--- src/src_defs.vh ---
`ifndef SRC_DEFS_VH
`define SRC_DEFS_VH
// opcodes
`define SRC_OP_CLOCK_READ    8'h13
`define SRC_OP_CLOCK_WRITE   8'h12
`define SRC_OP_SET_LATCH     8'h06
`define SRC_OP_CLEAR_LATCH   8'h04
`define SRC_OP_SAVE          8'h3C
`define SRC_OP_RELOAD        8'h60
`define SRC_OP_AUTO_ON       8'h59
`define SRC_OP_AUTO_OFF      8'h19
// clock register space and write fifo
`define SRC_NUM_CLOCK_REGS   16
`define SRC_CLOCK_ADDR_W     4
`define SRC_FLAGS_ADDR       4'h0
`define SRC_FLAGS_SNAP_BIT   1
`define SRC_FLAGS_TSET_BIT   0
`define SRC_FLAGS_RESET      8'h00
`define SRC_FIFO_DEPTH       16
`define SRC_FIFO_AW          4
`endif

--- src/src_fifo.v ---
`timescale 1ns/100ps
module src_fifo #(
   parameter WIDTH = 12,
   parameter DEPTH = 16,
   parameter AW    = 4
) (
   input  wire             core_clk_in,
   input  wire             reset_in,
   input  wire             clk_en_in,
   input  wire             wr_valid_in,
   output wire             wr_ready_out,
   input  wire [WIDTH-1:0] wr_data_in,
   output wire             rd_valid_out,
   input  wire             rd_ready_in,
   output wire [WIDTH-1:0] rd_data_out
);
   reg [WIDTH-1:0] mem_reg [0:DEPTH-1];
   reg [AW:0]      wr_ptr_reg;
   reg [AW:0]      rd_ptr_reg;
   wire            full;
   wire            empty;
   assign empty = (wr_ptr_reg == rd_ptr_reg);
   assign full  = (wr_ptr_reg[AW] != rd_ptr_reg[AW]) &&
                  (wr_ptr_reg[AW-1:0] == rd_ptr_reg[AW-1:0]);
   assign wr_ready_out = ~full;
   assign rd_valid_out = ~empty;
   assign rd_data_out  = mem_reg[rd_ptr_reg[AW-1:0]];
   always @(posedge core_clk_in) begin
      if (reset_in) begin
         wr_ptr_reg <= {(AW+1){1'b0}};
         rd_ptr_reg <= {(AW+1){1'b0}};
      end else if (clk_en_in) begin
         if (wr_valid_in && !full) begin
            mem_reg[wr_ptr_reg[AW-1:0]] <= wr_data_in;
            wr_ptr_reg <= wr_ptr_reg + 1'b1;
         end
         if (rd_ready_in && !empty)
            rd_ptr_reg <= rd_ptr_reg + 1'b1;
      end
   end
endmodule // src_fifo

--- src/src_spi_clock_nv.v ---
`timescale 1ns/100ps
`include "src_defs.vh"
// Functional notes
// - sixteen clock registers, single or burst access.
// - read: opcode, 8-bit address, then addressed byte out; later SI ignored.
// - burst read increments address, wraps 0x0F to 0x00.
// - burst write stores at next address, wraps 0x0F to 0x00.
// - clock write accepted only with write latch set.
// - write: opcode, address, one or more data bytes stored.
// - non-flag registers writable only while time-set bit is one.
// - counters load new time only when time-set bit clears.
// - write latch cleared when a clock write completes.
// - save and reload opcodes decoded as listed patterns.
// - auto-save on and off opcodes decoded as listed patterns.
// - save starts whenever the write latch is set, whether or not anything was written.
// - reload command starts a software reload.
// - auto-save on command enables it; setting volatile.
// - auto-save enabled by default; off command disables it.
// - pause low with clock low freezes sequence, ignores SI, floats SO.
// - pause high with clock low resumes; clock toggles ignored meanwhile.
// - writes without latch ignored; back to standby at select release.
// - set-latch command sets latch; latch zero after reset.
// - output bytes shift on falling clock edge, MSB first.
// - snapshot-lock and time-set bits live in flags register at 0x00.
module src_spi_clock_nv #(
   parameter FIFO_DEPTH = `SRC_FIFO_DEPTH,
   parameter FIFO_AW    = `SRC_FIFO_AW
) (
   input  wire       core_clk_in,
   input  wire       reset_in,
   input  wire       clk_en_in,
   input  wire       sel_n_in,
   input  wire       sck_in,
   input  wire       si_in,
   input  wire       pause_n_in,
   output reg        so_out,
   output wire       so_oe_n_out,
   input  wire       nv_busy_in,
   output reg        save_req_out,
   output reg        reload_req_out,
   output reg        auto_save_en_out,
   output reg        write_latch_out,
   output reg        time_load_out,
   output reg        snapshot_lock_out,
   output reg        time_set_out,
   output wire       wr_valid_out,
   input  wire       wr_ready_in,
   output wire [3:0] wr_addr_out,
   output wire [7:0] wr_data_out,
   output wire       fifo_full_out
);
   localparam ST_OPCODE  = 3'h0;
   localparam ST_ADDR    = 3'h1;
   localparam ST_RDATA   = 3'h2;
   localparam ST_WDATA   = 3'h3;
   localparam ST_IGNORE  = 3'h4;
   localparam ST_SPECIAL = 3'h5;

   reg [2:0]  sel_sync_reg;
   reg [2:0]  sck_sync_reg;
   reg [1:0]  si_sync_reg;
   reg [1:0]  pause_sync_reg;
   reg        paused_reg;
   reg [2:0]  state_reg;
   reg [2:0]  bit_cnt_reg;
   reg [7:0]  shift_reg;
   reg [7:0]  opcode_reg;
   reg [3:0]  addr_reg;
   reg [7:0]  out_reg;
   reg        wrote_reg;
   reg [7:0]  clock_regs [0:`SRC_NUM_CLOCK_REGS-1];
   reg [7:0]  rd_byte_reg;
   wire       sel_act;
   wire       sel_rise;
   wire       sel_fall;
   wire       sck_rise;
   wire       sck_fall;
   wire       sck_low;
   wire [7:0] byte_in;
   wire       byte_done;
   wire       fifo_ready;
   wire       fifo_push;
   wire       fifo_out_valid;
   wire [11:0] fifo_out_data;
   wire       reg_wr_ok;

   assign sel_act  = ~sel_sync_reg[1];
   assign sel_fall = sel_sync_reg[2] & ~sel_sync_reg[1];
   assign sel_rise = ~sel_sync_reg[2] & sel_sync_reg[1];
   assign sck_rise = ~sck_sync_reg[2] & sck_sync_reg[1];
   assign sck_fall = sck_sync_reg[2] & ~sck_sync_reg[1];
   assign sck_low  = ~sck_sync_reg[1];
   assign byte_in  = {shift_reg[6:0], si_sync_reg[1]};
   // sampling only when not paused, so held clocks never advance the sequence
   assign byte_done = sel_act & ~paused_reg & sck_rise & (bit_cnt_reg == 3'h7);
   assign so_oe_n_out = ~(sel_act & ~paused_reg & (state_reg == ST_RDATA));

   // flags register is always writable, others need time-set
   assign reg_wr_ok = (addr_reg == `SRC_FLAGS_ADDR) | time_set_out;
   assign fifo_push = byte_done & (state_reg == ST_WDATA) & reg_wr_ok;
   assign fifo_full_out = ~fifo_ready;

   src_fifo #(
      .WIDTH (12),
      .DEPTH (FIFO_DEPTH),
      .AW    (FIFO_AW)
   ) u_fifo (
      .core_clk_in  (core_clk_in),
      .reset_in     (reset_in),
      .clk_en_in    (clk_en_in),
      .wr_valid_in  (fifo_push),
      .wr_ready_out (fifo_ready),
      .wr_data_in   ({addr_reg, byte_in}),
      .rd_valid_out (fifo_out_valid),
      .rd_ready_in  (wr_ready_in),
      .rd_data_out  (fifo_out_data)
   );
   assign wr_valid_out = fifo_out_valid;
   assign wr_addr_out  = fifo_out_data[11:8];
   assign wr_data_out  = fifo_out_data[7:0];

   // pin synchronisers; first stage read only by the second
   always @(posedge core_clk_in) begin
      if (reset_in) begin
         sel_sync_reg   <= 3'h7;
         sck_sync_reg   <= 3'h0;
         si_sync_reg    <= 2'h0;
         pause_sync_reg <= 2'h3;
      end else if (clk_en_in) begin
         sel_sync_reg   <= {sel_sync_reg[1:0], sel_n_in};
         sck_sync_reg   <= {sck_sync_reg[1:0], sck_in};
         si_sync_reg    <= {si_sync_reg[0], si_in};
         pause_sync_reg <= {pause_sync_reg[0], pause_n_in};
      end
   end

   // pause only changes while the serial clock is low, and clears whenever select is released
   always @(posedge core_clk_in) begin
      if (reset_in)
         paused_reg <= 1'b0;
      else if (clk_en_in) begin
         if (!sel_act)
            paused_reg <= 1'b0;
         else if (sck_low)
            paused_reg <= ~pause_sync_reg[1];
      end
   end

   always @(posedge core_clk_in) begin
      if (clk_en_in)
         rd_byte_reg <= clock_regs[addr_reg];
   end

   always @(posedge core_clk_in) begin
      if (reset_in) begin
         state_reg         <= ST_OPCODE;
         bit_cnt_reg       <= 3'h0;
         shift_reg         <= 8'h00;
         opcode_reg        <= 8'h00;
         addr_reg          <= 4'h0;
         out_reg           <= 8'h00;
         so_out            <= 1'b0;
         wrote_reg         <= 1'b0;
         write_latch_out   <= 1'b0;
         auto_save_en_out  <= 1'b1;
         save_req_out      <= 1'b0;
         reload_req_out    <= 1'b0;
         time_load_out     <= 1'b0;
         snapshot_lock_out <= 1'b0;
         time_set_out      <= 1'b0;
      end else if (clk_en_in) begin
         save_req_out   <= 1'b0;
         reload_req_out <= 1'b0;
         time_load_out  <= 1'b0;
         if (sel_fall) begin
            state_reg   <= ST_OPCODE;
            bit_cnt_reg <= 3'h0;
            wrote_reg   <= 1'b0;
         end
         if (sel_rise) begin
            // commands take effect at select release
            if (state_reg == ST_SPECIAL) begin
               write_latch_out <= 1'b0;
               case (opcode_reg)
                  `SRC_OP_SAVE:     save_req_out     <= 1'b1;
                  `SRC_OP_RELOAD:   reload_req_out   <= 1'b1;
                  `SRC_OP_AUTO_ON:  auto_save_en_out <= 1'b1;
                  `SRC_OP_AUTO_OFF: auto_save_en_out <= 1'b0;
                  default:          save_req_out     <= 1'b0;
               endcase
            end else if (state_reg == ST_WDATA && wrote_reg)
               write_latch_out <= 1'b0;
            else if (state_reg == ST_IGNORE && opcode_reg == `SRC_OP_SET_LATCH)
               write_latch_out <= 1'b1;
            else if (state_reg == ST_IGNORE && opcode_reg == `SRC_OP_CLEAR_LATCH)
               write_latch_out <= 1'b0;
            state_reg <= ST_IGNORE;
         end else if (sel_act && !paused_reg && !sel_fall) begin
            if (sck_rise) begin
               shift_reg   <= byte_in;
               bit_cnt_reg <= bit_cnt_reg + 3'h1;
            end
            // output stage: load byte at start, shift on falling edge
            if (state_reg == ST_RDATA && sck_fall) begin
               so_out  <= out_reg[7];
               out_reg <= {out_reg[6:0], 1'b0};
               if (bit_cnt_reg == 3'h0)
                  out_reg <= {rd_byte_reg[6:0], 1'b0};
               if (bit_cnt_reg == 3'h0)
                  so_out <= rd_byte_reg[7];
            end
            if (byte_done) begin
               case (state_reg)
                  ST_OPCODE: begin
                     opcode_reg <= byte_in;
                     case (byte_in)
                        `SRC_OP_CLOCK_READ:
                           state_reg <= nv_busy_in ? ST_IGNORE : ST_ADDR;
                        `SRC_OP_CLOCK_WRITE:
                           state_reg <= (write_latch_out && !nv_busy_in) ?
                                        ST_ADDR : ST_IGNORE;
                        `SRC_OP_SAVE, `SRC_OP_RELOAD, `SRC_OP_AUTO_ON, `SRC_OP_AUTO_OFF:
                           state_reg <= write_latch_out ? ST_SPECIAL : ST_IGNORE;
                        default:
                           state_reg <= ST_IGNORE;
                     endcase
                  end
                  ST_ADDR: begin
                     addr_reg  <= byte_in[3:0];
                     state_reg <= (opcode_reg == `SRC_OP_CLOCK_READ) ? ST_RDATA : ST_WDATA;
                  end
                  ST_RDATA: begin
                     addr_reg <= addr_reg + 4'h1;
                  end
                  ST_WDATA: begin
                     wrote_reg <= 1'b1;
                     if (reg_wr_ok)
                        clock_regs[addr_reg] <= byte_in;
                     if (addr_reg == `SRC_FLAGS_ADDR) begin
                        snapshot_lock_out <= byte_in[`SRC_FLAGS_SNAP_BIT];
                        time_set_out      <= byte_in[`SRC_FLAGS_TSET_BIT];
                        if (time_set_out && !byte_in[`SRC_FLAGS_TSET_BIT])
                           time_load_out <= 1'b1;
                     end
                     addr_reg <= addr_reg + 4'h1;
                  end
                  default:
                     state_reg <= state_reg;
               endcase
            end
         end
      end
   end
endmodule // src_spi_clock_nv

--- config.mk ---
export PLATFORM = sky130hd
export DESIGN_NAME = src_spi_clock_nv
export DESIGN_NICKNAME = d
export VERILOG_FILES = /design/src/src_fifo.v /design/src/src_spi_clock_nv.v
export VERILOG_INCLUDE_DIRS = /design/src
export SDC_FILE = /design/constraint.sdc
export NUM_CORES = 1
export LEC_CHECK = 0
export CAP_MARGIN = 0
export CORE_UTILIZATION = 30
export DETAILED_ROUTE_END_ITERATION = 10
export DONT_BUFFER_PORTS = 1
export PLACE_DENSITY_LB_ADDON = 0.25
export SLEW_MARGIN = 25
export SYNTH_ARGS = -nofsm -noshare
export SYNTH_HDL_FRONTEND = slang
export SYNTH_HIERARCHICAL = 1
export SYNTH_SLANG_ARGS = --single-unit
--- constraint.sdc ---
create_clock -name core_clk_in -period 5.2 [get_ports core_clk_in]
set_input_delay 1.56 -clock core_clk_in [delete_from_list [all_inputs] [get_ports core_clk_in]]
set_output_delay 1.56 -clock core_clk_in [all_outputs]
set_load 0.02 [all_outputs]
==> impl_metrics.ini <==
[status]
outcome = finished clean

[pwr]
clkPwrFrac_pct = 44.7
power_w = 0.00629
p_leak_nw = 5.85
ir_drop_mv = 0.182
p_comb_share_pct = 1.1
netSwitchingPower_w = 0.00126
intPower_w = 0.00503
swShare_pct = 20.1
powerDensity_mw_per_mm2 = 348
seqPwrFrac_pct = 54.2

[clock_network]
clk_pin_slew_worst_paths_ns = 0.06
ctsResizeCount = 0
cts_hold_buf = 0
cts_tree = built
cts_buffer_depth = 3
postCtsSetupBuffers = 0
cts_buffers = 41
clock_latency_ns = 0.55
clock-root-buffer = clkbuf_16
cts.sinks = 394
htreeDepth = 2

[sta]
setup_tns_ns = 0
relSlewSlack_pct = 37.6
finalHoldViolations = 0
setup_viol = 0
fmax_mhz = 234
drv_slew = 0
fin_crit_sh_pct = 82.3
period_needed_ns = 4.28
rsz0062_at_grt = no
fin_ws_ns = 0.921
finalClockSkew_ns = 0.0166
tightestPinTransition_ns = 0.932

[worst_setup_path]
crit_end = wr_data_out[0]
start_kind = flop
crit_arrival_ns = 2.72
reg2reg_slack_ns = 1.43
worst-setup-path-type = reg2out
r2r_start = sck_sync_reg[1]
r2r-end = u_fifo/mem_reg[11][2]
reg2reg_depth = 7
path_cells = buf_12, mux4_1, mux4_2
end_kind = output port
cpPeakStageDelay_ns = 0.74
cp_num_buf_inv = 1
crit_family = multiplexers
path_depth = 3
critical-path-slowest-cell = dfxtp_4
path_max_fanout = 28
critPathRequiredTime_ns = 3.64

[place]
io_buffers = 0
dp_slack_ns = 1.07
hpwl_um = 22400
dp_cells = 1549
gp_congestion = 0.731

[global_routing]
antenna_found_initial = 0
grt-ovfl-total = 0
grt_max_degree = 81
grt_util_all_layers_pct = 13.8
grt_first_pass_wirelength_um = 54500
grt_pass1_vias = 8143

[flow_run]
drv_cap = 0

[synth]
synth-async-reset-ratio_pct = 0
yosysSeqAreaShare_pct = 70.6
ys_warn_count = 6
syn-num-nets = 902
synth-edff-count = 328
avgSynthCellArea_sq_um = 18.0
synth_ff_type = edfxtp_1
syn-instance-count = 881
ys_ff_latch = 394
ys_types = 57
mappedNetlistArea_sq_mm = 0.0158

[final_layout]
largest_reg_flops = 192
num-fill-cells = 4861
syn2layout_area_growth_pct = 14.3
final_cells = 1626
fin_nets = 933
drive_above_1_share_pct = 24.6

[routing]
avgRoutedWirePerCell_um = 22.2
vias = 7908
drt-initial-drc-count = 583
via_per_inst = 4.86
drcViolationCount = 0
postRouteAntennaNets = 0
first_pass_iters = 5
postRouteWirelength_um = 36100

[die]
start_util_pct = 30.6
core_sq_mm = 0.0517
fp.dieW_um = 232
io_pins = 32
die_area_sq_mm = 0.0537
rows = 83
die_h_um = 232

[hold_path]
holdCritPathClass = reg2reg
cells in the mapped netlist (7+ instances only):
library cell	number	area, sq um
edfxtp_1	328	9850
mux4_2	99	2230
dfxtp_1	66	1320
nor2_1	56	210
nand2_1	43	161
mux2i_1	27	270
a21oi_1	25	125
clkbuf_1	24	90.1
nand2b_1	19	119
nor3_1	16	80.1
nor2b_1	15	93.8
nand3_1	13	65.1
o21ai_0	13	65.1
buf_2	12	60.1
ha_1	12	150
inv_1	12	45.0
nor4_1	8	50.1
a211oi_1	7	52.6
nand4_1	7	43.8
nor4b_1	7	61.3
through the flow:
step / util, % / instance area [sq um] / hold slack, ns
finish: 35.0 / 18100 / 0.464
global route: 35.0 / 18100 / 0.495
CTS: 35.0 / 18100 / 0.464
floorplan: - / 15800 / 0.427
global placement: 32.5 / 16800 / 0.437
detailed placement: 32.5 / 16800 / 0.441
power by group through the flow:
stage               combinational, W  clock, W  sequential [W]
finish                     0.0000689   0.00281         0.00341
global route               0.0000753   0.00299         0.00341
CTS                        0.0000708   0.00288         0.00341
detailed placement         0.0000706         0         0.00348
global placement           0.0000708         0         0.00348
floorplan                  0.0000852         0         0.00346
worst min path at each step:
stage                           start           endpoint  cells after the start
CTS                   sel_sync_reg[0]    sel_sync_reg[1]                      1
global placement      sel_sync_reg[0]    sel_sync_reg[1]                      1
detailed placement    sel_sync_reg[0]    sel_sync_reg[1]                      1
finish              pause_sync_reg[0]  pause_sync_reg[1]                      1
floorplan           pause_sync_reg[0]  pause_sync_reg[1]                      1
global route          sel_sync_reg[0]    sel_sync_reg[1]                      1
area by class of cell:
| type | count | area (sq um) | area share (%) |
|---|---|---|---|
| well taps | 680 | 851 | 4.70 |
| clock buffers | 54 | 1150 | 6.34 |
| inverters | 12 | 45.0 | 0.249 |
| flip-flops and latches | 394 | 11200 | 61.8 |
| clock inverters | 22 | 138 | 0.761 |
| diodes | 1 | 2.50 | 0.0138 |
| repair buffers | 35 | 275 | 1.52 |
| multi-input cells | 428 | 4450 | 24.6 |
cell usage in the layout (no fill, tap or decap), types with 10 or more instances in the layout:
cell type and instances:
a21oi_1 25, buf_4 34, clkbuf_16 43, clkinv_2 10
dfxtp_1 61, edfxtp_1 328, ha_1 12, inv_1 12
mux2i_1 27, mux4_2 99, nand2_1 43, nand2b_1 19
nand3_1 13, nor2_1 56, nor2b_1 14, nor3_2 10
o21ai_0 13
metal layers:
metal | GRT usage, % | vias up | part of all wire, %
li1 | - | 3592 | -
met5 | 0 | - | 0
met1 | 18.8 | 4101 | 45
met4 | 3.21 | 0 | 1.6
met2 | 22.6 | 169 | 49
met3 | 2.69 | 46 | 4.8
cells by family after synthesis:
kind of cell / share of synthesized area [%]
buffers and inverters: 1.90
and+or+nand+nor: 6.97
muxes: 16.4
DFF: 70.6
AOI/OAI and AO/OA: 2.86
xor gates and xnor gates: 0.332
adders and majority gates: 0.949
Note: power is estimated with default switching activity, not from simulation.
